$ cat config.mk
export PLATFORM = sky130hd
export DESIGN_NAME = irc_top
export DESIGN_NICKNAME = d
export VERILOG_FILES = /design/src/design/irc_pkg.sv /design/src/design/irc_top.sv
export SDC_FILE = /design/constraint.sdc
export NUM_CORES = 1
export LEC_CHECK = 0
export ABC_AREA = 1
export CAP_MARGIN = 40
export CELL_PAD_IN_SITES_DETAIL_PLACEMENT = 1
export CELL_PAD_IN_SITES_GLOBAL_PLACEMENT = 2
export CORE_MARGIN = 1.5
export CORE_UTILIZATION = 33
export DETAILED_ROUTE_END_ITERATION = 10
export DONT_BUFFER_PORTS = 1
export GPL_ROUTABILITY_DRIVEN = 0
export PLACE_DENSITY_LB_ADDON = 0.3
export SLEW_MARGIN = 0
export SYNTH_ARGS = -nofsm -noshare
export SYNTH_HDL_FRONTEND = slang
export SYNTH_SLANG_ARGS = --single-unit
$ cat constraint.sdc
create_clock -name clk -period 2.1 [get_ports clk]
set_input_delay 0.105 -clock clk [delete_from_list [all_inputs] [get_ports clk]]
set_output_delay 0.105 -clock clk [all_outputs]
set_load 0.01 [all_outputs]
$ cat src/design/irc_pkg.sv
// Constants for the ingress bucket 0 rate configuration register block.
// Assumes an Avalon-MM slave with 32-bit data and word-aligned byte addresses.
// Behaviour
// RULE1 - With rate mode bit 8 at 0 the per-port rate count is an absolute rate.
// RULE2 - With rate mode bit 8 at 1 the rate count is normalized to the port link speed.
// RULE3 - The rate mode bit is read/write and resets to the storm limit strap value.
// RULE4 - Bits 6:0 hold a seven-bit traffic class mask; a set bit polices that class.
// RULE5 - Mask bits 0 to 6 are uc hit, mc hit, reserved MAC, broadcast, mc miss, uc miss, reserved.
// RULE6 - At reset the mask loads 0001000 with the strap high and 0000000 with it low.
// RULE7 - A port is policed only while its bucket 0 enable is set; the enable resets to the strap.
// RULE8 - Software keeps reserved bit 7 at one and writes zero to reserved mask bit 6.
package irc_pkg;
  localparam logic [7:0]  GLOBAL_CFG_ADDR  = 8'h00;
  localparam logic [7:0]  PORT_EN_ADDR     = 8'h04;
  localparam logic [7:0]  STATUS_ADDR      = 8'h08;
  localparam int          MODE_BIT         = 8;
  localparam int          RSVD_BIT         = 7;
  localparam int          MASK_MSB         = 6;
  localparam logic        RSVD_RESET       = 1'b1;
  localparam logic [6:0]  MASK_STRAP_HIGH  = 7'h08;
  localparam logic [6:0]  MASK_STRAP_LOW   = 7'h00;
  localparam logic [31:0] UNMAPPED_READ    = 32'h0000_0000;
endpackage

$ cat src/design/irc_top.sv
// Bucket 0 global ingress rate configuration with per-port enables.
// Assumes an Avalon-MM slave, a strap pin and per-port traffic class inputs.
`timescale 1ns/10ps
module irc_top #(
  parameter int PORTS = 7
) (
  input  wire logic             clk,
  input  wire logic             reset_n,
  input  wire logic [7:0]       avs_address,
  input  wire logic             avs_read,
  input  wire logic             avs_write,
  input  wire logic [31:0]      avs_writedata,
  input  wire logic [3:0]       avs_byteenable,
  output logic [31:0]           avs_readdata,
  output logic                  avs_waitrequest,
  input  wire logic             storm_limit_strap,
  input  wire logic [6:0]       frame_class_in [PORTS],
  output logic [PORTS-1:0]      bucket0_police,
  output logic                  bucket0_rate_mode_select,
  output logic [6:0]            bucket0_traffic_class_mask
);
  logic             strap_meta_reg;
  logic             strap_sync_reg;
  logic             init_reg;
  logic             ack_reg;
  logic             rsvd7_reg;
  logic [PORTS-1:0] port_en_reg;
  logic             wr_go;
  logic             rd_go;

  // Strap synchroniser
  always_ff @(posedge clk) begin
    strap_meta_reg <= storm_limit_strap;
    strap_sync_reg <= strap_meta_reg;
  end

  // Strap capture armed by reset, loads at the first clock edge after reset is released
  always_ff @(posedge clk) begin
    if (!reset_n) init_reg <= 1'b1;
    else          init_reg <= 1'b0;
  end

  // Writes commit only at the edge where waitrequest is seen low
  assign wr_go = avs_write && ack_reg;
  assign rd_go = avs_read && !ack_reg && !init_reg;

  // One wait cycle per access
  always_ff @(posedge clk) begin
    if (!reset_n) ack_reg <= 1'b0;
    else          ack_reg <= (avs_read || avs_write) && !ack_reg && !init_reg;
  end

  always_ff @(posedge clk) begin
    if (!reset_n) avs_waitrequest <= 1'b1;
    else          avs_waitrequest <= !((avs_read || avs_write) && !ack_reg && !init_reg);
  end

  // Mode select and reserved bit
  always_ff @(posedge clk) begin
    if (!reset_n) begin
      bucket0_rate_mode_select <= 1'b0;
      rsvd7_reg                <= irc_pkg::RSVD_RESET;
    end else if (init_reg) begin
      bucket0_rate_mode_select <= strap_sync_reg; // see RULE3
    end else if (wr_go && avs_address == irc_pkg::GLOBAL_CFG_ADDR && avs_byteenable[1]) begin
      bucket0_rate_mode_select <= avs_writedata[irc_pkg::MODE_BIT]; // see RULE1 see RULE2
    end else if (wr_go && avs_address == irc_pkg::GLOBAL_CFG_ADDR && avs_byteenable[0]) begin
      rsvd7_reg <= avs_writedata[irc_pkg::RSVD_BIT]; // see RULE8
    end
  end

  // Traffic class mask
  always_ff @(posedge clk) begin
    if (!reset_n) bucket0_traffic_class_mask <= irc_pkg::MASK_STRAP_LOW;
    else if (init_reg)
      bucket0_traffic_class_mask <= strap_sync_reg ? irc_pkg::MASK_STRAP_HIGH
                                                   : irc_pkg::MASK_STRAP_LOW; // see RULE6
    else if (wr_go && avs_address == irc_pkg::GLOBAL_CFG_ADDR && avs_byteenable[0])
      bucket0_traffic_class_mask <= avs_writedata[irc_pkg::MASK_MSB:0]; // see RULE4
  end

  // Per-port bucket 0 enables
  always_ff @(posedge clk) begin
    if (!reset_n) port_en_reg <= '0;
    else if (init_reg) port_en_reg <= {PORTS{strap_sync_reg}}; // see RULE7
    else if (wr_go && avs_address == irc_pkg::PORT_EN_ADDR && avs_byteenable[0])
      port_en_reg <= avs_writedata[PORTS-1:0];
  end

  // Per-port policing select: class in mask and port enabled
  generate
    for (genvar p = 0; p < PORTS; p++) begin : g_port
      always_ff @(posedge clk) begin
        if (!reset_n) bucket0_police[p] <= 1'b0;
        else bucket0_police[p] <= port_en_reg[p] &&
                                  |(frame_class_in[p] & bucket0_traffic_class_mask); // see RULE5
      end
    end
  endgenerate

  // Read data
  always_ff @(posedge clk) begin
    if (!reset_n) avs_readdata <= irc_pkg::UNMAPPED_READ;
    else if (rd_go) begin
      unique case (avs_address)
        irc_pkg::GLOBAL_CFG_ADDR: avs_readdata <= {23'h000000, bucket0_rate_mode_select,
                                                   rsvd7_reg, bucket0_traffic_class_mask};
        irc_pkg::PORT_EN_ADDR:    avs_readdata <= 32'(port_en_reg);
        irc_pkg::STATUS_ADDR:     avs_readdata <= 32'(bucket0_police);
        default:                  avs_readdata <= irc_pkg::UNMAPPED_READ;
      endcase
    end
  end

  // Strap load: mask follows the synchronised strap
  strap_mask_a: assert property (@(posedge clk) disable iff (!reset_n) // see RULE6
    init_reg |=> bucket0_traffic_class_mask ==
                 ($past(strap_sync_reg) ? irc_pkg::MASK_STRAP_HIGH : irc_pkg::MASK_STRAP_LOW))
    else $error("mask reset value wrong");

  // Strap load: mode bit follows the synchronised strap
  strap_mode_a: assert property (@(posedge clk) disable iff (!reset_n) // see RULE3
    init_reg |=> bucket0_rate_mode_select == $past(strap_sync_reg))
    else $error("mode reset value wrong");

  // Strap load: every port enable follows the synchronised strap
  strap_en_a: assert property (@(posedge clk) disable iff (!reset_n) // see RULE7
    init_reg |=> port_en_reg == {PORTS{$past(strap_sync_reg)}})
    else $error("enable reset value wrong");

  // Mode bit takes the written value
  mode_write_a: assert property (@(posedge clk) disable iff (!reset_n) // see RULE3
    wr_go && avs_address == irc_pkg::GLOBAL_CFG_ADDR && avs_byteenable[1]
    |=> bucket0_rate_mode_select == $past(avs_writedata[irc_pkg::MODE_BIT]))
    else $error("mode write lost");

  // Writing zero selects absolute rate
  mode_abs_a: assert property (@(posedge clk) disable iff (!reset_n) // see RULE1
    wr_go && avs_address == irc_pkg::GLOBAL_CFG_ADDR && avs_byteenable[1]
    && !avs_writedata[irc_pkg::MODE_BIT] |=> !bucket0_rate_mode_select)
    else $error("absolute mode not selected");

  // Writing one selects link-speed normalized rate
  mode_norm_a: assert property (@(posedge clk) disable iff (!reset_n) // see RULE2
    wr_go && avs_address == irc_pkg::GLOBAL_CFG_ADDR && avs_byteenable[1]
    && avs_writedata[irc_pkg::MODE_BIT] |=> bucket0_rate_mode_select)
    else $error("normalized mode not selected");

  // Mode bit holds without a write
  mode_hold_a: assert property (@(posedge clk) disable iff (!reset_n) // see RULE3
    !init_reg && !wr_go |=> $stable(bucket0_rate_mode_select))
    else $error("mode changed without write");

  // Mask takes the written value
  mask_write_a: assert property (@(posedge clk) disable iff (!reset_n) // see RULE4
    wr_go && avs_address == irc_pkg::GLOBAL_CFG_ADDR && avs_byteenable[0]
    |=> bucket0_traffic_class_mask == $past(avs_writedata[irc_pkg::MASK_MSB:0]))
    else $error("mask write lost");

  // Mask holds without a lane 0 write
  mask_hold_a: assert property (@(posedge clk) disable iff (!reset_n) // see RULE4
    !init_reg && !(wr_go && avs_address == irc_pkg::GLOBAL_CFG_ADDR && avs_byteenable[0])
    |=> $stable(bucket0_traffic_class_mask))
    else $error("mask changed without write");

  // Port enables hold without a write
  en_hold_a: assert property (@(posedge clk) disable iff (!reset_n) // see RULE7
    !init_reg && !(wr_go && avs_address == irc_pkg::PORT_EN_ADDR && avs_byteenable[0])
    |=> $stable(port_en_reg))
    else $error("enables changed without write");

  // Port 0 is never policed while its enable is clear
  police_gate_a: assert property (@(posedge clk) disable iff (!reset_n) // see RULE7
    !port_en_reg[0] |=> !bucket0_police[0])
    else $error("policing while disabled");

  // Broadcast class is policed when selected
  police_class_a: assert property (@(posedge clk) disable iff (!reset_n) // see RULE5
    port_en_reg[0] && frame_class_in[0][3] && bucket0_traffic_class_mask[3]
    |=> bucket0_police[0])
    else $error("broadcast not policed");

  // A class outside the mask is never policed, per port
  generate
    for (genvar c = 0; c < PORTS; c++) begin : g_chk
      police_mask_a: assert property (@(posedge clk) disable iff (!reset_n) // see RULE5
        !(|(frame_class_in[c] & bucket0_traffic_class_mask)) |=> !bucket0_police[c])
        else $error("unselected class policed");
    end
  endgenerate

  // Config read returns mode, reserved bit and mask
  cfg_read_a: assert property (@(posedge clk) disable iff (!reset_n) // see RULE3
    rd_go && avs_address == irc_pkg::GLOBAL_CFG_ADDR
    |=> avs_readdata == {23'h000000, $past(bucket0_rate_mode_select), $past(rsvd7_reg),
                         $past(bucket0_traffic_class_mask)})
    else $error("config read wrong");

  // Status read returns the policing outputs
  status_read_a: assert property (@(posedge clk) disable iff (!reset_n) // see RULE5
    rd_go && avs_address == irc_pkg::STATUS_ADDR
    |=> avs_readdata == 32'($past(bucket0_police)))
    else $error("status read wrong");

  // Unmapped reads return zero
  unmapped_read_a: assert property (@(posedge clk) disable iff (!reset_n)
    rd_go && avs_address != irc_pkg::GLOBAL_CFG_ADDR && avs_address != irc_pkg::PORT_EN_ADDR
    && avs_address != irc_pkg::STATUS_ADDR |=> avs_readdata == irc_pkg::UNMAPPED_READ)
    else $error("unmapped read not zero");

  // No answer while the strap is being loaded
  wait_init_a: assert property (@(posedge clk) disable iff (!reset_n)
    init_reg |-> avs_waitrequest)
    else $error("answered during strap load");

  // Waitrequest drops for a single cycle
  wait_pulse_a: assert property (@(posedge clk) disable iff (!reset_n)
    !avs_waitrequest |=> avs_waitrequest)
    else $error("waitrequest low too long");

  // Acknowledge and waitrequest stay complementary
  ack_match_a: assert property (@(posedge clk) disable iff (!reset_n)
    avs_waitrequest != ack_reg)
    else $error("ack and waitrequest disagree");

  // Every request is answered within two cycles
  bus_answer_a: assert property (@(posedge clk) disable iff (!reset_n)
    (avs_read || avs_write) && !init_reg && avs_waitrequest |-> ##[0:2] !avs_waitrequest)
    else $error("bus never answered");

  // Main scenarios
  rd_cfg_c: cover property (@(posedge clk) rd_go && avs_address == irc_pkg::GLOBAL_CFG_ADDR);
  wr_mode_c: cover property (@(posedge clk) wr_go && avs_writedata[irc_pkg::MODE_BIT]);
  police_c: cover property (@(posedge clk) |bucket0_police);
  strap_low_c: cover property (@(posedge clk) reset_n && init_reg && !strap_sync_reg);
  wr_stall_c: cover property (@(posedge clk) avs_write && avs_waitrequest && !init_reg);
endmodule

# ---- Yosys cells after proc, flatten, opt, wreduce, memory -nomap -nowiden
# Index checks and enable logic that the tools add are counted.
dict set report op_classes {
  n_eq_ne 2
  mux 9
  bitwise 9
  reduce_logical 33
}
# cell n
set op_table {}
lappend op_table {{$and A7 B7 Y7} 7}
lappend op_table {{$reduce_or A7 Y1} 7}
lappend op_table {{$mux W7} 4}
lappend op_table {{$pmux W9 S3} 1}
lappend op_table {{$logic_and A1 B1 Y1} 17}
lappend op_table {{$eq A8 B3 Y1 const B} 1}
lappend op_table {{$eq A8 B4 Y1 const B} 1}
lappend op_table {{$logic_not A8 Y1} 1}
lappend op_table {{$reduce_bool A2 Y1} 3}
lappend op_table {{$mux W4} 1}
lappend op_table {{$logic_not A1 Y1} 3}
lappend op_table {{$mux W1} 3}
lappend op_table {{$reduce_and A3 Y1} 1}
lappend op_table {{$not A1 Y1} 2}
lappend op_table {{$logic_or A1 B1 Y1} 1}
dict set report word_totals {
  reg_bits 60
  out_inout_bits 48
  elab_cells 70
}

# ---- Longest topological paths before layout
dict set report logic_depth {
  depth_word 5
  depth_mapped 8
  depth_no_buf 7
}

# ---- Worst setup path before layout
# Ideal clock, no wire load.
dict set report synth_timing {
  path_type {register -> register}
  startpoint {register ack_reg}
  endpoint {register port_en_reg[2]}
  setup_ns 0.115
  t_arrival_ns 0.989
  required_time_ns 1.985
  slack_ns 0.996
  stages_incl_launch_ff 8
  cell_sequence {dfxtp_1 nand2_1 nor2_4 nand3_4 nand2_4 buf_6 and3_1 nor2_1}
}
dict set report synth_between {
  elab_chain_cells 4
}
# item line_no
set synth_rtl {}
lappend synth_rtl {{start: declaration} irc_top.sv:25} ;# logic ack_reg;
lappend synth_rtl {{start signal: assignment} irc_top.sv:50} ;# else ack_reg <= (avs_read || avs_write) && !ack_reg && !init_reg;
lappend synth_rtl {{$logic_and A1 B1 Y1} irc_top.sv:44} ;# assign wr_go = avs_write && ack_reg;
lappend synth_rtl {{$logic_and A1 B1 Y1 (2 in a row)} irc_top.sv:86} ;# else if (wr_go && avs_address == irc_pkg::PORT_EN_ADDR && avs_byteenable[0])
lappend synth_rtl {{$reduce_bool A2 Y1 (no line)} --}
lappend synth_rtl {{end signal: assignment} irc_top.sv:85} ;# else if (init_reg) port_en_reg <= {PORTS{strap_sync_reg}};
lappend synth_rtl {{end signal: assignment} irc_top.sv:87} ;# port_en_reg <= avs_writedata[PORTS-1:0];
lappend synth_rtl {{end: declaration} irc_top.sv:27} ;# logic [PORTS-1:0] port_en_reg;
# No other way between the ends.
# A chain may end at the register's enable or synchronous reset.

# ---- Worst setup path in the final report
dict set report layout_timing {
  startpoint {register init_reg}
  endpoint {register avs_readdata[8]}
}
dict set report layout_between {
  elab_chain_cells 2
}
# item line_no
set layout_rtl {}
lappend layout_rtl {{start: declaration} irc_top.sv:24} ;# logic init_reg;
lappend layout_rtl {{start signal: assignment} irc_top.sv:39} ;# if (!reset_n) init_reg <= 1'b1;
lappend layout_rtl {{start signal: assignment} irc_top.sv:40} ;# else init_reg <= 1'b0;
lappend layout_rtl {{$logic_not A1 Y1} irc_top.sv:45} ;# assign rd_go = avs_read && !ack_reg && !init_reg;
lappend layout_rtl {{$logic_and A1 B1 Y1} irc_top.sv:45}
lappend layout_rtl {{end signal: assignment} irc_top.sv:103} ;# if (!reset_n) avs_readdata <= irc_pkg::UNMAPPED_READ;
lappend layout_rtl {{end signal: assignment} irc_top.sv:106} ;# irc_pkg::GLOBAL_CFG_ADDR: avs_readdata <= {23'h000000, bucket0_rate_mode_select,
lappend layout_rtl {{end signal: assignment} irc_top.sv:108} ;# irc_pkg::PORT_EN_ADDR: avs_readdata <= 32'(port_en_reg);
lappend layout_rtl {{end: declaration} irc_top.sv:14} ;# output logic [31:0] avs_readdata,
# No other way between the ends.

==> summary.md <==
| Metric | Value |
|---|---|
| # diodes | 0 |
| Register area share after synthesis | 0.354 |
| Max IR drop VDD | 0.000299 V |
| Commonest non-fill, non-tap cell in the layout | nand2_1 |
| Clock buffer depth | 2 |
| DR pass1 iterations | 4 |
| Largest Register | avs_readdata |
| Post-synth ARST share | 0 |
| Post-route cell area | between 0.002 and 0.0025 mm² |
| Max Freq | 774 MHz |
| FF/Latch Area | 741 µm² |
| Hold_buf cts | 9 |
| Share of cells above drive strength 1 | 0.0949 |
| Die area | 0.00683 mm² |
| Boundary Pins | ~150 |
| Clk Latency, worst-skew pair | 0.28 ns |
| Post-synthesis mux area share | 0 |
| Ys flop type | dfxtp_1 |
| Die width | 82.7 µm |
| Die Y | slightly above 80 µm |
| Vias in the first global route | 1882 |
| Simple logic cell fraction of the synthesized area | 0.362 |
| Number of post-CTS setup repair buffers | 0 |
| CP Data Required Time | 2.27 ns |
| Max Cap Viol | 0 |
| Util after Layout | 0.362 |
| Worst-Margin Slew | roughly 0.57 ns |
| Post-Synthesis Cells | between 200 and 300 |
| Pin count of the biggest net entering global routing | 29 |
| Reg2Reg Setup Slack | 0.81 ns |
| Area delta synth->final | 4.24% |
| Max reg flops | 9 |
| Final hold violation count | 0 |
| Final setup TNS | 0 ns |
| Remaining Overflow, GRT | 0 |
| Worst r2r src | init_reg |
| Initial antenna violation count | 0 |
| FP Rows | 28 |
| Post-CTS Resized | 0 |
| P_leak | 0.911 nW |
| CTS tree | built |
| Core area | 0.00603 mm² |
| Most frequent cells in the layout | 88 x nand2_1, 40 x nand3_1, 37 x dfxtp_1, 23 x conb_1, 20 x a21oi_1 |
| Worst hold slack | 0.0148 ns |
| Syn Area/Cell | about 7.1 µm² |
| # setup viols final | 0 |
| Hold/Removal Path Class | in -> reg |
| RSZ-0062 raised after global routing | no |
| Worst-path clk slew | 0.07 ns |
| R2R Path End | avs_readdata[8] |
| Adder-cell share of the synthesized area | 0 |
| Starting density of the core | 0.348 |
| Status | completed |
| Vias | 1876 |
| CP Launch Type | flop |
| WL per Instance | 16.3 µm |
| Slew headroom | 0.621 |
| Post-synth EDFFs | 0 |
| Initial DRC count | 65 |
| FILL cells | a little under 800 |
| Arrival time at the worst endpoint | between 1 and 1.5 ns |
| Final min period | between 1 and 1.5 ns |
| CTS Buf Count | 5 |
| Worst Path Max Fanout | 11 |
| Clock Sinks | 37 |
| Post-route DRC | 0 |
| Footprint of the multi-input gates | 0.00113 mm² |
| H-tree depth | 2 |
| Xor and xnor area share after synthesis | 0 |
| GR Util All Layers | 0.181 |
| Reg2Reg Depth | 5 |
| Final wirelength | 6.05 mm |
| Post-place instance area | approximately 0.0020 mm² |
| Slew Limit Fails | 0 |
| CP Capture Type | flop |
| DP Wirelength | 4.46 mm |
| Setup Skew | 0.00792 ns |
| Library cells used by synthesis | 28 |
| Pwr/cell area | roughly 630 mW/mm² |
| Largest family of logic cells by synthesized area | simple AND/OR/NAND/NOR gates |
| Crit Path Class | reg -> reg |
| First-pass GRT wire length | between 9 and 10 mm |
| Number of buffers added on ports | 0 |
| Antenna Nets Post-Route | 0 |
| Crit path launch | init_reg |
| Root Driver | clkbuf_8 |
| Compound-Gate Fraction of Synth Area | 0.135 |
| Synth Register Bits | 37 |
| Critical Path Sink | avs_readdata[8] |
| Nets@finish | 393 |
| Synthesized area | 0.00209 mm² |
| Final worst-path cycle share | 0.615 |
| Synth Warn # | 0 |
| Vias per cell | a little over 5 |
==> area by class of cell <==
class / instances / share of cell area
timing repair buffer: 9 / 0.0413
inverter: 12 / 0.0206
clock buffer: 7 / 0.0395
multi-input combinational: 230 / 0.516
tap: 75 / 0.0430
sequential: 37 / 0.339
==> synthesized netlist by cell type (2+ instances only) <==
cell type  count  area share
nor2_1        12       0.022
dfxtp_1       37        0.35
nor2_2         2      0.0060
a21oi_2        7       0.029
buf_4         25       0.090
a22o_1         3       0.013
nor2_4         2       0.011
buf_2         10       0.024
o21ai_1        6       0.014
and3_1         6       0.018
buf_6          2       0.011
o21ai_0        2      0.0048
a221oi_1       4       0.017
inv_1          8       0.014
nand4_1        4       0.012
nand2_2        4       0.012
nand3_1       40       0.096
nand2_1       88        0.16
a21oi_1       20       0.048
inv_2          4      0.0072
o211a_1        2      0.0096
==> critical path, cell delays in order (launching register included) <==
cell and delay, ns:
dfxtp_1 0.39, nor2_1 0.07, nand2_1 0.22, inv_1 0.23
o21ai_0 0.21, a21oi_1 0.05
==> metal layers <==
metal	global-route usage	routed length [µm]	share of wire	vias up
li1	-	-	-	933
met1	0.215	2650	0.44	884
met2	0.323	2990	0.49	54
met3	0.0473	363	0.060	5
met4	0.0483	46	0.0076	0
met5	0	0	0	-
==> worst min path at each step <==
stage	start	endpoint	slack, ns	cells past startpoint
after floorplan	storm_limit_strap	strap_meta_reg	0.13	0
after global placement	storm_limit_strap	strap_meta_reg	0.13	0
after detailed placement	storm_limit_strap	strap_meta_reg	0.13	0
after CTS	avs_write	ack_reg	0.02	2
after global routing	frame_class_in[31]	bucket0_police[2]	0.01	2
final	frame_class_in[31]	bucket0_police[2]	0.01	2
==> cell families (layout without fill, tap and decap cells) <==
group / Yosys count / in the layout
buffers and inverters: 50 / 28
flip-flops: 37 / 37
AND/OR/NAND/NOR: 163 / 163
other: 1 / 23
AO/OA/AOI/OAI: 44 / 44
==> per-stage QoR <==
step           total power, mW  setup WS [ns]  std cells
6_report                  1.37          0.808        370
4_1_cts                   1.39          0.790        370
2_1_floorplan            0.884          0.996        317
3_5_place_dp             0.868          0.781        354
3_3_place_gp             0.865          0.796        354
5_1_grt                   1.44          0.661        370
==> where the power goes <==
part	internal, mW	switching [mW]
Combinational	0.0387	0.0849
Sequential	0.722	0.0229
Clock	0.261	0.245
Total	1.02	0.353
(Power assumes the default switching activity.)
